--- config.mk ---
export PLATFORM = sky130hd
export DESIGN_NAME = dgr_top
export DESIGN_NICKNAME = d
export VERILOG_FILES = /design/src/dgr_conv_chan.v /design/src/dgr_top.v
export VERILOG_INCLUDE_DIRS = /design/src
export SDC_FILE = /design/constraint.sdc
export NUM_CORES = 1
export LEC_CHECK = 0
export ABC_AREA = 1
export BUFFER_PORTS_ARGS = -buffer_cell sky130_fd_sc_hd__buf_2
export CAP_MARGIN = 30
export CELL_PAD_IN_SITES_DETAIL_PLACEMENT = 0
export CELL_PAD_IN_SITES_GLOBAL_PLACEMENT = 2
export CORE_ASPECT_RATIO = 1.25
export CORE_MARGIN = 8
export CORE_UTILIZATION = 32
export CTS_CLUSTER_DIAMETER = 80
export DETAILED_ROUTE_END_ITERATION = 16
export GPL_ROUTABILITY_DRIVEN = 1
export GPL_TIMING_DRIVEN = 0
export PLACE_DENSITY = 0.84
export REMOVE_ABC_BUFFERS = 1
export SLEW_MARGIN = 20
export SYNTH_ARGS = -nofsm -noshare
export SYNTH_HDL_FRONTEND = slang
export SYNTH_HIERARCHICAL = 1
export SYNTH_SLANG_ARGS = --single-unit
--- constraint.sdc ---
create_clock -name clk_sys -period 1.7 [get_ports clk_sys]
set_input_delay 0.34 -clock clk_sys [delete_from_list [all_inputs] [get_ports clk_sys]]
set_output_delay 0.34 -clock clk_sys [all_outputs]
set_load 0.03 [all_outputs]
--- src/dgr_consts.vh ---
// Constants for the converter global request control block.
// Included by bare name; holds definitions only.
`ifndef DGR_CONSTS_VH
`define DGR_CONSTS_VH

// Register space
`define DGR_ADDR_W 10
`define DGR_CTRL_OFFSET 10'h158
`define DGR_STAT_OFFSET 10'h15c
`define DGR_CTRL_RESET 32'h00000000

// Field positions inside the control and status words
`define DGR_PULSE_LSB 0
`define DGR_RESET_LSB 16
`define DGR_BUSY_LSB 0
`define DGR_NUM_CONV_MAX 4

// Conversion modes, two bits per converter
`define DGR_MODE_MANUAL_CTL 2'h0
`define DGR_MODE_MANUAL_IMM 2'h1
`define DGR_MODE_SEQUENCER 2'h2

// Clock and reset pulse timing
`define DGR_CLK_MHZ 20
`define DGR_RESET_NS 1000
`define DGR_RESET_CYC ((`DGR_RESET_NS * `DGR_CLK_MHZ + 999) / 1000)

`endif

--- src/dgr_conv_chan.v ---
// Per-converter sequencer: hardware reset phase, auto-configuration
// handshake and single-cycle conversion pulse.
// Assumes the request bits are held in the parent and cleared there
// on the one-cycle clear strobes produced here.
`timescale 1ns/1ps
`default_nettype none
`include "dgr_consts.vh"

module dgr_conv_chan (
   input wire clk_sys,
   input wire arst_n,
   input wire rst_pending,
   input wire pulse_pending,
   input wire xfer_busy,
   input wire cfg_done,
   output reg conv_reset_n,
   output reg conv_pulse,
   output reg cfg_req,
   output reg busy,
   output reg rst_clear,
   output reg pulse_clear
);

   localparam [2:0] ST_IDLE = 3'h0;
   localparam [2:0] ST_RESET = 3'h1;
   localparam [2:0] ST_CFG = 3'h2;
   localparam [2:0] ST_PULSE = 3'h3;
   localparam [2:0] ST_WRAP = 3'h4;
   // Full-width cycle count first, then cut to the counter width
   localparam [31:0] RST_CYC_FULL = `DGR_RESET_CYC;
   localparam [7:0] RST_CYC = RST_CYC_FULL[7:0];

   reg [2:0] state_reg;
   reg [2:0] state_next;
   reg [7:0] cnt_reg;

   // Next-state choice; reset requests outrank pulses
   always @* begin
      state_next = state_reg;
      case (state_reg)
         ST_IDLE: begin
            if (rst_pending) begin
               state_next = ST_RESET; // RULE4
            end else if (pulse_pending && !xfer_busy) begin
               state_next = ST_PULSE; // RULE14
            end
         end
         ST_RESET: begin
            if (cnt_reg == RST_CYC - 8'h01) begin
               state_next = ST_CFG; // RULE13
            end
         end
         ST_CFG: begin
            if (cfg_done) begin
               state_next = ST_WRAP; // RULE5
            end
         end
         // One extra cycle lets the parent drop the request bit
         ST_PULSE: state_next = ST_WRAP;
         ST_WRAP: state_next = ST_IDLE;
         default: state_next = ST_IDLE;
      endcase
   end

   // State, counter and registered pin drive
   always @(posedge clk_sys or negedge arst_n) begin
      if (!arst_n) begin
         state_reg <= ST_IDLE;
         cnt_reg <= 8'h00;
         conv_reset_n <= 1'b1;
         conv_pulse <= 1'b0;
         cfg_req <= 1'b0;
         busy <= 1'b0;
         rst_clear <= 1'b0;
         pulse_clear <= 1'b0;
      end else begin
         state_reg <= state_next;
         cnt_reg <= (state_reg == ST_RESET) ? cnt_reg + 8'h01 : 8'h00;
         conv_reset_n <= (state_next != ST_RESET); // RULE4
         conv_pulse <= (state_next == ST_PULSE); // RULE7
         cfg_req <= (state_next == ST_CFG); // RULE5
         // Busy spans reset, configuration and outside transfers
         busy <= (state_next != ST_IDLE) || xfer_busy; // RULE6 RULE12
         rst_clear <= (state_reg == ST_CFG) && cfg_done; // RULE6
         pulse_clear <= (state_next == ST_PULSE); // RULE1
      end
   end

endmodule
`default_nettype wire

--- src/dgr_top.v ---
// Global converter request control: control register at 0x158,
// busy status at 0x15c, per-converter reset and pulse requests.
// Assumes a simple synchronous register port from the host bridge:
// one-cycle write and read strobes with a byte address; read data
// is returned one cycle after the read strobe.
`timescale 1ns/1ps
`default_nettype none
`include "dgr_consts.vh"

// Operation
// RULE1: Request bits set by software, cleared by hardware
// RULE2: Sticky bits set by event, cleared by one
// RULE3: Reserved bits read zero, writes ignored
// RULE4: Reset request drives converter reset pin low
// RULE5: Auto-configuration follows the reset phase
// RULE6: Reset bit self-clears; busy covers both phases
// RULE7: Manual mode: one pulse, then bit clears
// RULE8: Software checks busy before pulse request
// RULE9: Other modes: pulse request ignored, cleared
// RULE10: Control register at 0x158, resets to zero
// RULE11: Eight-channel build: converters three, four reserved
// RULE12: Busy flags at status bits zero to three
// RULE13: Reset pin held low a fixed time
// RULE14: Pulse requests wait while converter busy
module dgr_top #(
   parameter NUM_CONV = 4
) (
   input wire clk_sys,
   input wire arst_n,
   input wire [9:0] reg_addr,
   input wire reg_wr,
   input wire [31:0] reg_wdata,
   input wire reg_rd,
   output reg [31:0] reg_rdata,
   input wire [7:0] conv_mode,
   input wire [3:0] xfer_busy,
   input wire [3:0] cfg_done,
   output wire [3:0] conv_reset_n,
   output wire [3:0] conv_pulse,
   output wire [3:0] cfg_req
);

   // Address match used to decode both the control and status words
   function addr_hit;
      input [9:0] addr;
      input [9:0] offset;
      begin
         addr_hit = (addr == offset);
      end
   endfunction

   // Slot masks of the two builds and reset image of the control word;
   // the request registers take their reset value from this image so
   // the field positions live in one place only
   localparam [3:0] PRESENT_ALL = 4'hf;
   localparam [3:0] PRESENT_LOW = 4'h3;
   localparam [31:0] CTRL_RESET = `DGR_CTRL_RESET;

   // Picks one four-bit request field out of a bus word
   function [3:0] field4;
      input [31:0] word;
      input integer lsb;
      begin
         field4 = word[lsb +: 4];
      end
   endfunction

   // Places a four-bit field into an otherwise empty read word
   function [31:0] place4;
      input [3:0] bits;
      input integer lsb;
      begin
         place4 = 32'h00000000;
         place4[lsb +: 4] = bits;
      end
   endfunction

   // True when a slot's two mode bits select manual controlled mode
   function is_manual_ctl;
      input [1:0] mode;
      begin
         is_manual_ctl = (mode == `DGR_MODE_MANUAL_CTL);
      end
   endfunction

   // Request bits as software sees them; bit i is converter i+1
   reg [3:0] rst_req_reg;
   reg [3:0] pulse_req_reg;
   reg [3:0] rst_req_next;
   reg [3:0] pulse_req_next;
   // Per-slot qualifiers and sequencer handshakes
   wire [3:0] conv_present;
   wire [3:0] manual_ctl;
   wire [3:0] pulse_go;
   wire [3:0] rst_clear;
   wire [3:0] pulse_clear;
   wire [3:0] busy_flag;
   // Write decode and read images
   wire ctrl_wr;
   wire [3:0] rst_set;
   wire [3:0] pulse_set;
   wire [3:0] busy_seen;
   wire [31:0] ctrl_word;
   wire [31:0] stat_word;
   integer i;

   // Status word is read-only and has no clear-on-one bits, so a
   // write there is dropped; only the control word takes writes
   assign ctrl_wr = reg_wr && addr_hit(reg_addr, `DGR_CTRL_OFFSET); // RULE2 RULE10

   // Converters three and four vanish in the eight-channel build:
   // writes to their bits are dropped and they read back as zero
   assign conv_present = (NUM_CONV > 2) ? PRESENT_ALL : PRESENT_LOW; // RULE11

   // Only bits 19:16 and 3:0 are writable; the rest are dropped
   assign rst_set = field4(reg_wdata, `DGR_RESET_LSB) & conv_present & {4{ctrl_wr}}; // RULE3
   assign pulse_set = field4(reg_wdata, `DGR_PULSE_LSB) & conv_present & {4{ctrl_wr}};

   // A pending pulse reaches the sequencer only while its slot is in
   // manual controlled mode in that very cycle; a late mode change
   // must not let one slip out
   assign pulse_go = pulse_req_reg & manual_ctl; // RULE9

   // Busy reads high from the request edge on, one cycle before the
   // sequencer starts, so a status read straight after a request never
   // shows an idle converter
   assign busy_seen = (busy_flag | rst_req_reg | pulse_req_reg) & conv_present; // RULE12

   // Read images; reserved positions always read as zero
   assign ctrl_word = place4(rst_req_reg & conv_present, `DGR_RESET_LSB)
      | place4(pulse_req_reg & conv_present, `DGR_PULSE_LSB); // RULE3
   assign stat_word = place4(busy_seen, `DGR_BUSY_LSB); // RULE12

   // Request bits: writes only set, hardware clears; a set arriving
   // with its clear wins so no request is lost. The price is that a
   // reset written in its own clear cycle runs the reset once more.
   always @* begin
      rst_req_next = rst_req_reg;
      pulse_req_next = pulse_req_reg;
      for (i = 0; i < `DGR_NUM_CONV_MAX; i = i + 1) begin
         // Sequencer hands back a one-cycle clear once it is done
         if (rst_clear[i]) begin
            rst_req_next[i] = 1'b0; // RULE6
         end
         if (pulse_clear[i]) begin
            pulse_req_next[i] = 1'b0; // RULE7
         end
         // Software may only raise bits; zeros written are no-ops
         if (rst_set[i]) begin
            rst_req_next[i] = 1'b1; // RULE1 RULE4
         end
         if (pulse_set[i]) begin
            pulse_req_next[i] = 1'b1; // RULE1
         end
         // Sequencer or immediate mode: no pulse request is kept pending
         if (!manual_ctl[i]) begin
            pulse_req_next[i] = 1'b0; // RULE9
         end
      end
   end

   // Request registers; every request bit comes out of reset clear
   always @(posedge clk_sys or negedge arst_n) begin
      if (!arst_n) begin
         rst_req_reg <= CTRL_RESET[`DGR_RESET_LSB +: 4]; // RULE10
         pulse_req_reg <= CTRL_RESET[`DGR_PULSE_LSB +: 4];
      end else begin
         rst_req_reg <= rst_req_next;
         pulse_req_reg <= pulse_req_next;
      end
   end

   // Mode decode per converter; only manual controlled mode lets a
   // pulse request stand, the other codes drop it at once
   genvar g;
   generate
      for (g = 0; g < `DGR_NUM_CONV_MAX; g = g + 1) begin : g_mode
         assign manual_ctl[g] = is_manual_ctl(conv_mode[2*g +: 2]);
      end
   endgenerate

   // One sequencer per converter slot; absent slots never get requests
   // and their outside busy is masked, so they sit idle with the reset
   // pin released. All pins leave the sequencer straight from flops.
   generate
      for (g = 0; g < `DGR_NUM_CONV_MAX; g = g + 1) begin : g_chan
         dgr_conv_chan u_chan (
            .clk_sys(clk_sys),
            .arst_n(arst_n),
            .rst_pending(rst_req_reg[g]),
            .pulse_pending(pulse_go[g]),
            .xfer_busy(xfer_busy[g] & conv_present[g]),
            .cfg_done(cfg_done[g]),
            .conv_reset_n(conv_reset_n[g]),
            .conv_pulse(conv_pulse[g]),
            .cfg_req(cfg_req[g]),
            .busy(busy_flag[g]),
            .rst_clear(rst_clear[g]),
            .pulse_clear(pulse_clear[g])
         );
      end
   endgenerate

   // Registered read port. Data is taken on the strobe edge and then
   // holds until the next read, so software may sample it late.
   // Unmapped offsets return zero so software never sees leftovers
   // of the request logic
   always @(posedge clk_sys or negedge arst_n) begin
      if (!arst_n) begin
         reg_rdata <= 32'h00000000;
      end else if (reg_rd) begin
         if (addr_hit(reg_addr, `DGR_CTRL_OFFSET)) begin
            reg_rdata <= ctrl_word; // RULE1
         end else if (addr_hit(reg_addr, `DGR_STAT_OFFSET)) begin
            reg_rdata <= stat_word; // RULE12
         end else begin
            reg_rdata <= 32'h00000000; // RULE3
         end
      end
   end

endmodule
`default_nettype wire
## Yosys cells after proc, flatten, opt, wreduce, memory -nomap -nowiden

Cells that the tools add are included.

| operators by class | value |
|---|---|
| $add $sub $neg | 4 |
| equal/unequal tests | 34 |
| mux-type cells | 46 |
| bitwise gates (word level) | 6 |
| reduce and logical (&&, ||, !) cells | 33 |

Operators with widths:

| kind | number |
|---|---|
| equality test 3 x 2 -> 1 bit, second input constant | 16 |
| two-way mux 3 bit | 16 |
| case mux 3 bit (4 select lines) | 4 |
| adder 8 x 1 -> 8 bit, second input constant | 4 |
| equality test 8 x 5 -> 1 bit, second input constant | 4 |
| two-way mux 8 bit | 4 |
| != test 3 x 1 -> 1 bit, second input constant | 8 |
| equality test 10 x 9 -> 1 bit, second input constant | 2 |
| two-way mux 1 bit | 20 |
| two-way mux 20 bit | 1 |
| bitwise OR 20 x 4 -> 20 bit | 1 |
| bitwise AND 4 bit | 3 |
| equality test 3 x 1 -> 1 bit, second input constant | 4 |
| logical NOT 3 bit | 4 |
| nonzero test 3 bit | 4 |
| logical AND 1 bit | 9 |
| logical NOT 2 bit | 4 |
| bitwise OR 4 bit | 2 |
| nonzero test 2 bit | 4 |
| logical NOT 1 bit | 4 |
| logical OR 1 bit | 4 |
| two-way mux 4 bit | 1 |

| word-level totals | value |
|---|---|
| register bits after elaboration | 104 |
| input port bits | 62 |
| output and inout bits | 44 |
| word-level logic and storage cells | 160 |

## Depth between registers and ports, before layout

Gate-level depths: netlist of the first run.

| logic depth | value |
|---|---|
| depth after elaboration | 8 |
| depth in mapped cells | 8 |
| gate-level depth less buffers | 8 |

## By module

The synthesis of the first run kept the hierarchy.

Modules (own cells, without submodules):

| module | times used | cells an instance | area each (um^2) | seq. area each (um^2) |
|---|---|---|---|---|
| dgr_conv_chan | 4 | 87 | 735.7 | 401.6 |
| dgr_top | 1 | 136 | 1,016.0 | 400.4 |

## Worst setup path before layout of the first run

OpenSTA, ideal clock, no wires.

| timing | value |
|---|---|
| path type | reg2reg |
| start point | reg g_chan[0].u_chan.cnt_reg[0] |
| end point | reg g_chan[0].u_chan.busy |
| library setup time | 0.119 ns |
| arrival | 1.013 ns |
| required time | 1.581 ns |
| path slack | 0.569 ns |
| stages on the path, launching flop included | 9 |
| buffers on the path | 0 |
| period minus slack after synthesis | 1.131 ns |
| path through | dfrtp_1 > ha_1 > nand2_1 > nor2_2 > nand3_1 > nand2_1 > inv_1 > nor2_1 > nand2_1 |

| on the way | value |
|---|---|
| word-level cells in the longest chain between the ends | 5 |

RTL lines:

| item | RTL line | RTL |
|---|---|---|
| start, declared | dgr_conv_chan.v:35 | `reg [7:0] cnt_reg;` |
| start signal, assigned | dgr_conv_chan.v:78 | `cnt_reg <= (state_reg == ST_RESET) ? cnt_reg + 8'h01 : 8'h00;` |
| equality test 8 x 5 -> 1 bit | dgr_conv_chan.v:49 | `if (cnt_reg == RST_CYC - 8'h01) begin` |
| two-way mux 3 bit | dgr_conv_chan.v:49 |  |
| case mux 3 bit (4 select lines) | dgr_conv_chan.v:40 | `case (state_reg)` |
| via g_chan[0].u_chan.state_next[0] | dgr_conv_chan.v:34 | `reg [2:0] state_next;` |
| nonzero test 3 bit | dgr_conv_chan.v:83 | `busy <= (state_next != ST_IDLE) \|\| xfer_busy;` |
| logical OR 1 bit | dgr_conv_chan.v:83 |  |
| end signal, assigned | dgr_conv_chan.v:83 |  |
| end, declared | dgr_conv_chan.v:19 | `output reg busy,` |

The timed path passes the listed nets, and every way through them passes these cells.
A chain may end at the register's enable or synchronous reset.

## Final worst setup path of the first run

| timing | value |
|---|---|
| start point | reg g_chan[1].u_chan.conv_reset_n |
| end point | out conv_reset_n[1] |

RTL lines:

| item | RTL line | RTL |
|---|---|---|
| start, declared | dgr_conv_chan.v:16 | `output reg conv_reset_n,` |
| start signal, assigned | dgr_conv_chan.v:79 | `conv_reset_n <= (state_next != ST_RESET);` |
| end, declared | dgr_top.v:38 | `output wire [3:0] conv_reset_n,` |

No word-level cell between the ends.

==> insert_results.sql, run 1 <==
INSERT INTO impl_metrics (metric_group, metric, value, unit) VALUES
('status', 'status', 'finished, final reports clean', ''),
('cts', 'cts-buffers-inserted', '9', ''),
('setup_path', 'timing.critical_path.slowest_cell_delay', '0.52', 'ns'),
('setup_path', 'worst_path_dominant_cell_family', 'flip-flops', ''),
('finish', 'final.fill_count', '1279', ''),
('power_and_ir_drop', 'combinationalPowerShare', '28.4', '%'),
('cts', 'cts_sink_count', '80', ''),
('die', 'effective_utilization_at_floorplan', '32.7', '%'),
('yosys', 'synth_compound_area_share', '5.15', '%'),
('hold_path', 'class_of_the_most_critical_hold_timing_path', 'in -> reg', ''),
('hold_path', 'min_path_cells', '3', ''),
('finish', 'layout-area-overhead-vs-synth', '17.9', '%'),
('setup_path', 'timing.critical_path.to_type', 'output port', ''),
('setup_path', 'destination_of_the_worst_register_to_register_timing_path', 'g_chan[3].u_chan/busy', ''),
('finish', 'most_frequent_standard_cell_in_the_layout_excluding_fill_and_tap_cells', 'sky130_fd_sc_hd__nand2_1', ''),
('setup_path', 'path_buf_inv', '1', ''),
('die', 'rows', '45', ''),
('setup_path', 'crit_required', '1.36', 'ns'),
('yosys', 'synth_fa_ha_area_share', '1.26', '%'),
('timing', 'report.final.hold_viol_count', '0', ''),
('finish', 'seq_area', '2010', 'µm²'),
('setup_path', 'critical_path_cell_with_the_highest_stage_delay', 'sky130_fd_sc_hd__dfstp_2', ''),
('timing', 'final_min_period_over_clock_period', '81.5', '%'),
('power_and_ir_drop', 'maximum_vdd_drop', '534', 'µV'),
('placed_design', 'place.detailed.hpwl', '6.20', 'mm'),
('die', 'chipWidth', '115', 'µm'),
('setup_path', 'cp_max_fo', '1', ''),
('global_route', 'vias_in_the_first_global_route', '2931', ''),
('cts', 'cts_tree', 'built', ''),
('placed_design', 'routabilityCongestion', '0.748', ''),
('global_route', 'grt_max_degree', '56', ''),
('timing', 'final_critical_path_setup_slack', '0.315', 'ns'),
('flow_run', 'timing.max_cap.violations', '0', ''),
('routing', 'detailroute.via_count', '2995', ''),
('yosys', 'yosys.area_share.simple', '29.9', '%'),
('yosys', 'post_syn_area', '3960', 'µm²'),
('setup_path', 'reg2reg_launch_point', 'g_chan[3].u_chan/cnt_reg[0]', ''),
('routing', 'wire_per_inst', '11.3', 'µm'),
('finish', 'final_layout_size_suffix_gt1_share', '23.8', '%'),
('finish', 'multi_input_logic_area', '1530', 'µm²'),
('routing', 'detail_route.iter0.violations', '138', ''),
('power_and_ir_drop', 'p_clk_share', '30.3', '%'),
('power_and_ir_drop', 'pwr-share-seq', '41.3', '%'),
('setup_path', 'worstSetupStartpointType', 'register', ''),
('die', 'die_y', '140', 'µm'),
('setup_path', 'reg2reg_setup_slack', '0.41', 'ns'),
('finish', 'fin_area', '4670', 'µm²'),
('finish', 'nets', '615', ''),
('global_route', 'global_routing_usage_summed_across_all_routing_layers', '10.5', '%'),
('hold_path', 'startpoint_of_the_lowest_slack_hold_path', 'xfer_busy[3]', ''),
('yosys', 'post_synth_num_cell_types', '25', ''),
('setup_path', 'cells_traversed_along_the_worst_timing_path', 'buf_2', ''),
('finish', 'largest_reg_flops', '32', ''),
('global_route', 'grt_pass1_wl', '13.3', 'mm'),
('power_and_ir_drop', 'power.net_switching', '2.19', 'mW'),
('setup_path', 'rr_worst_depth', '8', ''),
('yosys', 'ys_seq_area_share', '50.7', '%'),
('timing', 'report.final.slew_viol_count', '0', ''),
('cts', 'clock_tree.root_cell', 'sky130_fd_sc_hd__clkbuf_16', ''),
('yosys', 'synthCells', '484', ''),
('finish', 'layout.cells.most_common_list', 'sky130_fd_sc_hd__nand2_1, sky130_fd_sc_hd__dfrtp_1, sky130_fd_sc_hd__inv_1', ''),
('power_and_ir_drop', 'power_report.internal_total', '4.16', 'mW'),
('placed_design', 'dpl-instance-area', '4360', 'µm²'),
('die', 'coreArea', '12100', 'µm²'),
('cts', 'cts_repair_resize_count', '0', ''),
('timing', 'setup-violations-final', '0', ''),
('placed_design', 'buffer_ports.inserted', '57', ''),
('placed_design', 'setup_slack_at_placement', '0.282', 'ns'),
('timing', 'grt_setup_unrepaired', 'no', ''),
('setup_path', 'cp_data_arrival_time', '1.05', 'ns'),
('setup_path', 'setup_crit_start', 'g_chan[1].u_chan/conv_reset_n', '');
-- final cells by class --
| type | instances | area share, % |
|---|---|---|
| multi-input cells | 319 | 32.7 |
| repair buffers | 59 | 6.97 |
| inverters | 80 | 6.44 |
| well taps | 164 | 4.40 |
| flip-flops and latches | 80 | 43.0 |
| clock inverters | 4 | 1.15 |
| clock buffers | 12 | 5.28 |
-- power groups by stage --
| stage | registers, mW | clock network (mW) | logic, mW |
|---|---|---|---|
| finish | 2.62 | 1.92 | 1.80 |
| global route | 2.69 | 2.07 | 2.11 |
| CTS | 2.63 | 2.00 | 1.84 |
| detailed placement | 2.66 | 0 | 1.83 |
| global placement | 2.65 | 0 | 1.78 |
| floorplan | 2.64 | 0 | 1.39 |
-- synth_stat cells --
library cell / instances / area (µm²)
sky130_fd_sc_hd__a21oi_1: 20 / 100
sky130_fd_sc_hd__buf_4: 28 / 210
sky130_fd_sc_hd__or2_1: 4 / 25.0
sky130_fd_sc_hd__nor2_2: 10 / 62.6
sky130_fd_sc_hd__nand2_2: 4 / 25.0
sky130_fd_sc_hd__nor2_4: 4 / 45.0
sky130_fd_sc_hd__dfrtp_1: 76 / 1900
sky130_fd_sc_hd__o21ai_0: 7 / 35.0
sky130_fd_sc_hd__inv_2: 14 / 52.6
sky130_fd_sc_hd__nor2_8: 1 / 20.0
sky130_fd_sc_hd__o21ai_1: 12 / 60.1
sky130_fd_sc_hd__ha_1: 4 / 50.1
sky130_fd_sc_hd__conb_1: 1 / 3.75
sky130_fd_sc_hd__nand3_4: 1 / 17.5
sky130_fd_sc_hd__dfstp_2: 4 / 105
sky130_fd_sc_hd__nand4_1: 4 / 25.0
sky130_fd_sc_hd__o21ai_2: 1 / 8.76
sky130_fd_sc_hd__inv_1: 66 / 248
sky130_fd_sc_hd__nand2_1: 117 / 439
sky130_fd_sc_hd__or2_2: 8 / 50.1
sky130_fd_sc_hd__nor3_2: 1 / 10.0
sky130_fd_sc_hd__nor3_1: 8 / 40.0
sky130_fd_sc_hd__nand3_1: 12 / 60.1
sky130_fd_sc_hd__nor2_1: 65 / 244
sky130_fd_sc_hd__nand3_2: 12 / 120
-- metrics by stage --
step	power (mW)	hold WS (ns)	std cells	util, %	TNS [ns]
floorplan	4.04	0.0444	479	-	0
global placement	4.43	0.404	700	35.7	-29.06
detailed placement	4.49	0.291	701	36.0	0
CTS	6.48	0.213	718	38.5	0
global route	6.87	0.219	718	38.5	0
finish	6.35	0.225	718	38.5	0
-- how the worst max path moves through the flow --
| stage | cells past startpoint | slack, ns | to |
|---|---|---|---|
| finish | 1 | 0.31 | conv_reset_n[1] |
| global route | 8 | 0.24 | g_chan[3].u_chan/busy |
| CTS | 1 | 0.29 | conv_reset_n[2] |
| detailed placement | 8 | 0.28 | pulse_req_reg[1] |
| global placement | 1 | -0.39 | g_chan[1].u_chan/pulse_clear |
| floorplan | 8 | 0.57 | g_chan[0].u_chan/busy |
-- cell families (layout without fill, tap and decap cells) --
logic type	Yosys count	in the layout
adder cells (fa/ha/maj)	4	4
other	1	24
buffers and inverters	108	155
AO/OA/AOI/OAI	40	40
AND/OR/NAND/NOR	251	251
flip-flops	80	80
-- timing repair --
action | 4_1_cts | 5_1_grt
endpoints found under the hold margin | 23 | 0
buffers inserted | 0 | 0
hold buffers | 1 | 0
-- per-layer routing --
metal | track usage [%] | vias to the layer above | share of wire (%)
li1 | - | 1554 | -
met1 | 11.8 | 1361 | 44
met2 | 17.4 | 71 | 48
met3 | 2.58 | 9 | 6.2
met4 | 6.24 | 0 | 2.1
met5 | 0 | - | 0
Power figures use the tool's default switching activity.
==> run 2, diff against run 1 <==
- ABC_AREA: 1 -> 0
- CORE_UTILIZATION: 32 -> 29
- PLACE_DENSITY: 0.84 -> 0.76
- clock period: 1.7 -> 1.2 ns (I/O delays scaled with it)
==> run 2 against run 1 <==
Compared with the run above: die area up 5.8%; power up 71%; global-route usage up 0.83 points; design area up 14%; the run now ends with negative setup slack left; setup slack worse by 0.55 ns; count of clock-buffer cells in the layout down 3; area after synthesis down 3.4%; combinational power up 120%; synthesized cell count down 24%.
==> insert_results.sql, run 2 <==
INSERT INTO impl_metrics (metric_group, metric, value, unit) VALUES
('power_and_ir_drop', 'pwr-share-seq', '38.4', '%'),
('routing', 'postRouteAntennaNets', '0', ''),
('power_and_ir_drop', 'power.static_leakage', '2.39', 'nW'),
('routing', 'detail_route.iter0.violations', '93', ''),
('setup_path', 'timing.critical_path.slowest_cell_delay', '0.41', 'ns'),
('yosys', 'synth.top_cells.by_count', 'sky130_fd_sc_hd__dfrtp_1, sky130_fd_sc_hd__nor2_1, sky130_fd_sc_hd__buf_4, sky130_fd_sc_hd__nand2_1', ''),
('routing', 'route.final.wire_length', '9.57', 'mm'),
('setup_path', 'cells_traversed_along_the_worst_timing_path', 'ha_4 -> and4b_2 -> a221oi_4 -> nand4bb_1', ''),
('die', 'die_area', '17100', 'µm²'),
('setup_path', 'critical_path_cell_with_the_highest_stage_delay', 'sky130_fd_sc_hd__dfrtp_1', ''),
('die', 'coreArea', '13100', 'µm²'),
('yosys', 'yosys_register_bits', '80', ''),
('timing', 'holdWs', '0.144', 'ns'),
('finish', 'insertedDiodeCount', '0', ''),
('setup_path', 'setup_crit_start', 'g_chan[2].u_chan/cnt_reg[1]', ''),
('yosys', 'synth_edf_count', '0', ''),
('global_route', 'vias_in_the_first_global_route', '3185', ''),
('finish', 'layout-area-overhead-vs-synth', '38.9', '%'),
('status', 'failed_checks', 'negative setup slack', ''),
('timing', 'layout_min_cycle_time', '1.44', 'ns'),
('global_route', 'grt_antenna_before_repair', '0', ''),
('finish', 'layout.cells.most_common_list', 'sky130_fd_sc_hd__dfrtp_1, sky130_fd_sc_hd__buf_2, sky130_fd_sc_hd__nor2_1', ''),
('placed_design', 'place.detailed.instances', '589', ''),
('global_route', 'grt_overflow', '0', ''),
('power_and_ir_drop', 'power.net_switching', '3.85', 'mW'),
('hold_path', 'startpoint_of_the_lowest_slack_hold_path', 'reg_wdata[19]', ''),
('finish', 'largest_reg_flops', '32', ''),
('cts', 'cts-buffers-inserted', '9', ''),
('cts', 'cts_sink_count', '80', ''),
('yosys', 'synthesis.area_per_instance', '10.4', 'µm²'),
('die', 'top_level_ports', '106', ''),
('routing', 'topRoutingLayerUsed', 'met4', ''),
('cts', 'clock_tree.buffer_depth', '2', ''),
('die', 'rows', '47', ''),
('setup_path', 'cp_max_fo', '3', ''),
('die', 'chipWidth', '119', 'µm'),
('yosys', 'synthCells', '367', ''),
('timing', 'fmax', '697', 'MHz'),
('setup_path', 'crit_required', '1.45', 'ns'),
('timing', 'grt_setup_unrepaired', 'yes', ''),
('setup_path', 'worstSetupStartpointType', 'register', ''),
('timing', 'setup-violations-final', '31', ''),
('timing', 'finalClockSkew', '0.00437', 'ns'),
('flow_run', 'timing.max_cap.violations', '0', ''),
('setup_path', 'crit_type', 'reg -> reg', ''),
('setup_path', 'reg2reg_launch_point', 'g_chan[2].u_chan/cnt_reg[1]', ''),
('routing', 'wire_per_inst', '14.7', 'µm'),
('yosys', 'synth-async-reset-ratio', '100', '%'),
('status', 'status', 'complete, but fails checks', ''),
('finish', 'final_layout_size_suffix_gt1_share', '43.5', '%'),
('yosys', 'synth.most_common_cell', 'sky130_fd_sc_hd__dfrtp_1', ''),
('power_and_ir_drop', 'cellPowerDensity', '2040', 'nW/µm²'),
('cts', 'cts_tree', 'built', ''),
('finish', 'fin_util', '40.7', '%'),
('power_and_ir_drop', 'netSwitchingFraction', '35.5', '%'),
('finish', 'nets', '540', ''),
('routing', 'drc', '0', ''),
('die', 'effective_utilization_at_floorplan', '29.3', '%'),
('setup_path', 'timing.critical_path.to_type', 'register', ''),
('placed_design', 'buffer_ports.inserted', '57', ''),
('yosys', 'ys_top_cells_by_area', 'sky130_fd_sc_hd__dfrtp_1, sky130_fd_sc_hd__buf_4, sky130_fd_sc_hd__nor2_1, sky130_fd_sc_hd__dfstp_2, sky130_fd_sc_hd__nand2_1', ''),
('timing', 'final_critical_path_setup_slack', '-0.235', 'ns'),
('timing', 'report.final.slew_viol_count', '0', ''),
('placed_design', 'routabilityCongestion', '0.774', ''),
('power_and_ir_drop', 'p_clk_share', '24.6', '%'),
('die', 'die_y', '144', 'µm'),
('yosys', 'post_synth_num_cell_types', '38', ''),
('yosys', 'synth_top_area_share', '49.7', '%'),
('power_and_ir_drop', 'power_report.internal_total', '6.99', 'mW'),
('timing', 'report.final.hold_viol_count', '0', ''),
('yosys', 'netlist.top_cell.by_area', 'sky130_fd_sc_hd__dfrtp_1', ''),
('finish', 'fin_cells', '649', ''),
('routing', 'met2_wirelength', '4.88', 'mm'),
('yosys', 'ys_seq_area_share', '52.5', '%'),
('placed_design', 'place.detailed.hpwl', '6.36', 'mm'),
('timing', 'final_min_period_over_clock_period', '120', '%'),
('global_route', 'grt_pass1_wl', '15.7', 'mm'),
('cts', 'clock_latency_on_the_worst_skew_pair', '0.33', 'ns'),
('yosys', 'most_instantiated_flip_flop_cell_in_the_synthesis_netlist', 'sky130_fd_sc_hd__dfrtp_1', ''),
('power_and_ir_drop', 'combinationalPowerShare', '37.0', '%'),
('finish', 'final.fill_count', '1289', ''),
('routing', 'detailroute.via_count', '3051', ''),
('yosys', 'yosys_warnings', '6', ''),
('global_route', 'global_routing_usage_summed_across_all_routing_layers', '11.3', '%'),
('routing', 'drtPass1Iterations', '4', ''),
('global_route', 'grt_max_degree', '45', ''),
('power_and_ir_drop', 'maximum_vdd_drop', '1020', 'µV'),
('finish', 'most_frequent_standard_cell_in_the_layout_excluding_fill_and_tap_cells', 'sky130_fd_sc_hd__dfrtp_1', ''),
('hold_path', 'class_of_the_most_critical_hold_timing_path', 'in -> reg', ''),
('power_and_ir_drop', 'tot_pwr', '10.8', 'mW'),
('yosys', 'post_syn_area', '3820', 'µm²'),
('cts', 'clock_tree.root_cell', 'sky130_fd_sc_hd__clkbuf_16', ''),
('setup_path', 'cp_data_arrival_time', '1.68', 'ns'),
('routing', 'avgViaCountPerCell', '4.70', ''),
('placed_design', 'setup_slack_at_placement', '-0.749', 'ns'),
('routing', 'met1_length', '4.14', 'mm'),
('cts', 'post_cts_clock_slew_at_the_launch_and_capture_registers_of_the_worst_setup_and_hold_paths', '0.06', 'ns'),
('cts', 'cts-htree-levels', '3', ''),
('routing', 'met3_wirelength', '431', 'µm');
[run 2: final cells by class]
class | instances | area [µm²] | area share (%)
Clock buffer | 9 | 225 | 4.24
Clock inverter | 6 | 61.3 | 1.15
Inverter | 17 | 63.8 | 1.20
Multi-Input combinational cell | 263 | 2000 | 37.6
Sequential cell | 80 | 2020 | 38.0
Tap cell | 171 | 214 | 4.03
Timing Repair Buffer | 103 | 732 | 13.8
[run 2: final timing paths]
kind	end	slack (ns)	depth (start not counted)
setup reg to reg	g_chan[2].u_chan/busy	-0.24	4
hold reg to reg	rst_req_reg[1]	0.44	1
hold / removal	rst_req_reg[3]	0.14	3
max in group asynchronous	g_chan[1].u_chan/conv_reset_n	0.21	3
min in group asynchronous	g_chan[2].u_chan/state_reg[2]	0.39	2
setup / recovery	g_chan[2].u_chan/busy	-0.24	4
[run 2: through the flow]
stage,setup TNS (ns),cell area [µm²]
after floorplan,-4.13,3690
after global placement,-74.34,4190
after detailed placement,-12.83,4220
after CTS,-2.91,5000
after global routing,-5.15,5310
final,-3.16,5310
[run 2: power groups by stage]
stage / Sequential [mW] / Combinational [mW] / Clock (mW)
finish: 4.16 / 4.01 / 2.67
global route: 4.28 / 4.43 / 2.85
CTS: 4.11 / 3.37 / 2.76
detailed placement: 4.07 / 2.18 / 0
global placement: 4.07 / 2.14 / 0
floorplan: 3.96 / 1.60 / 0
[run 2: layer usage]
layer / track usage [%] / up-vias
met3: 3.36 / 9
met4: 3.87 / 0
met5: 0 / -
met2: 18.9 / 60
met1: 13.6 / 1525
li1: - / 1457
[run 2: critical path: cells and delay by family (launching register included)]
family	cells	cell delay [ns]
flops	1	0.41
fa+ha+maj	1	0.17
compound gates	1	0.32
simple gates	2	0.46
[run 2: kinds of logic after synthesis]
kind of cell,after synthesis,synth area share (%)
AOI/OAI and AO/OA,64,12.4
xor gates and xnor gates,12,2.75
adders and majority gates,4,1.31
buffers and inverters,47,7.56
DFF,80,52.5
other,1,0.0980
and+or+nand+nor,159,23.4
[run 2: what timing repair did]
item / in CTS / in global routing
pin swaps: 38 / 26
gates resized for setup: 54 / 58
setup endpoints to repair: 48 / 47
hold buffers: 1 / 0
hold endpoints to repair: 33 / 0
setup buffers: 36 / 12
cloned: 0 / 0
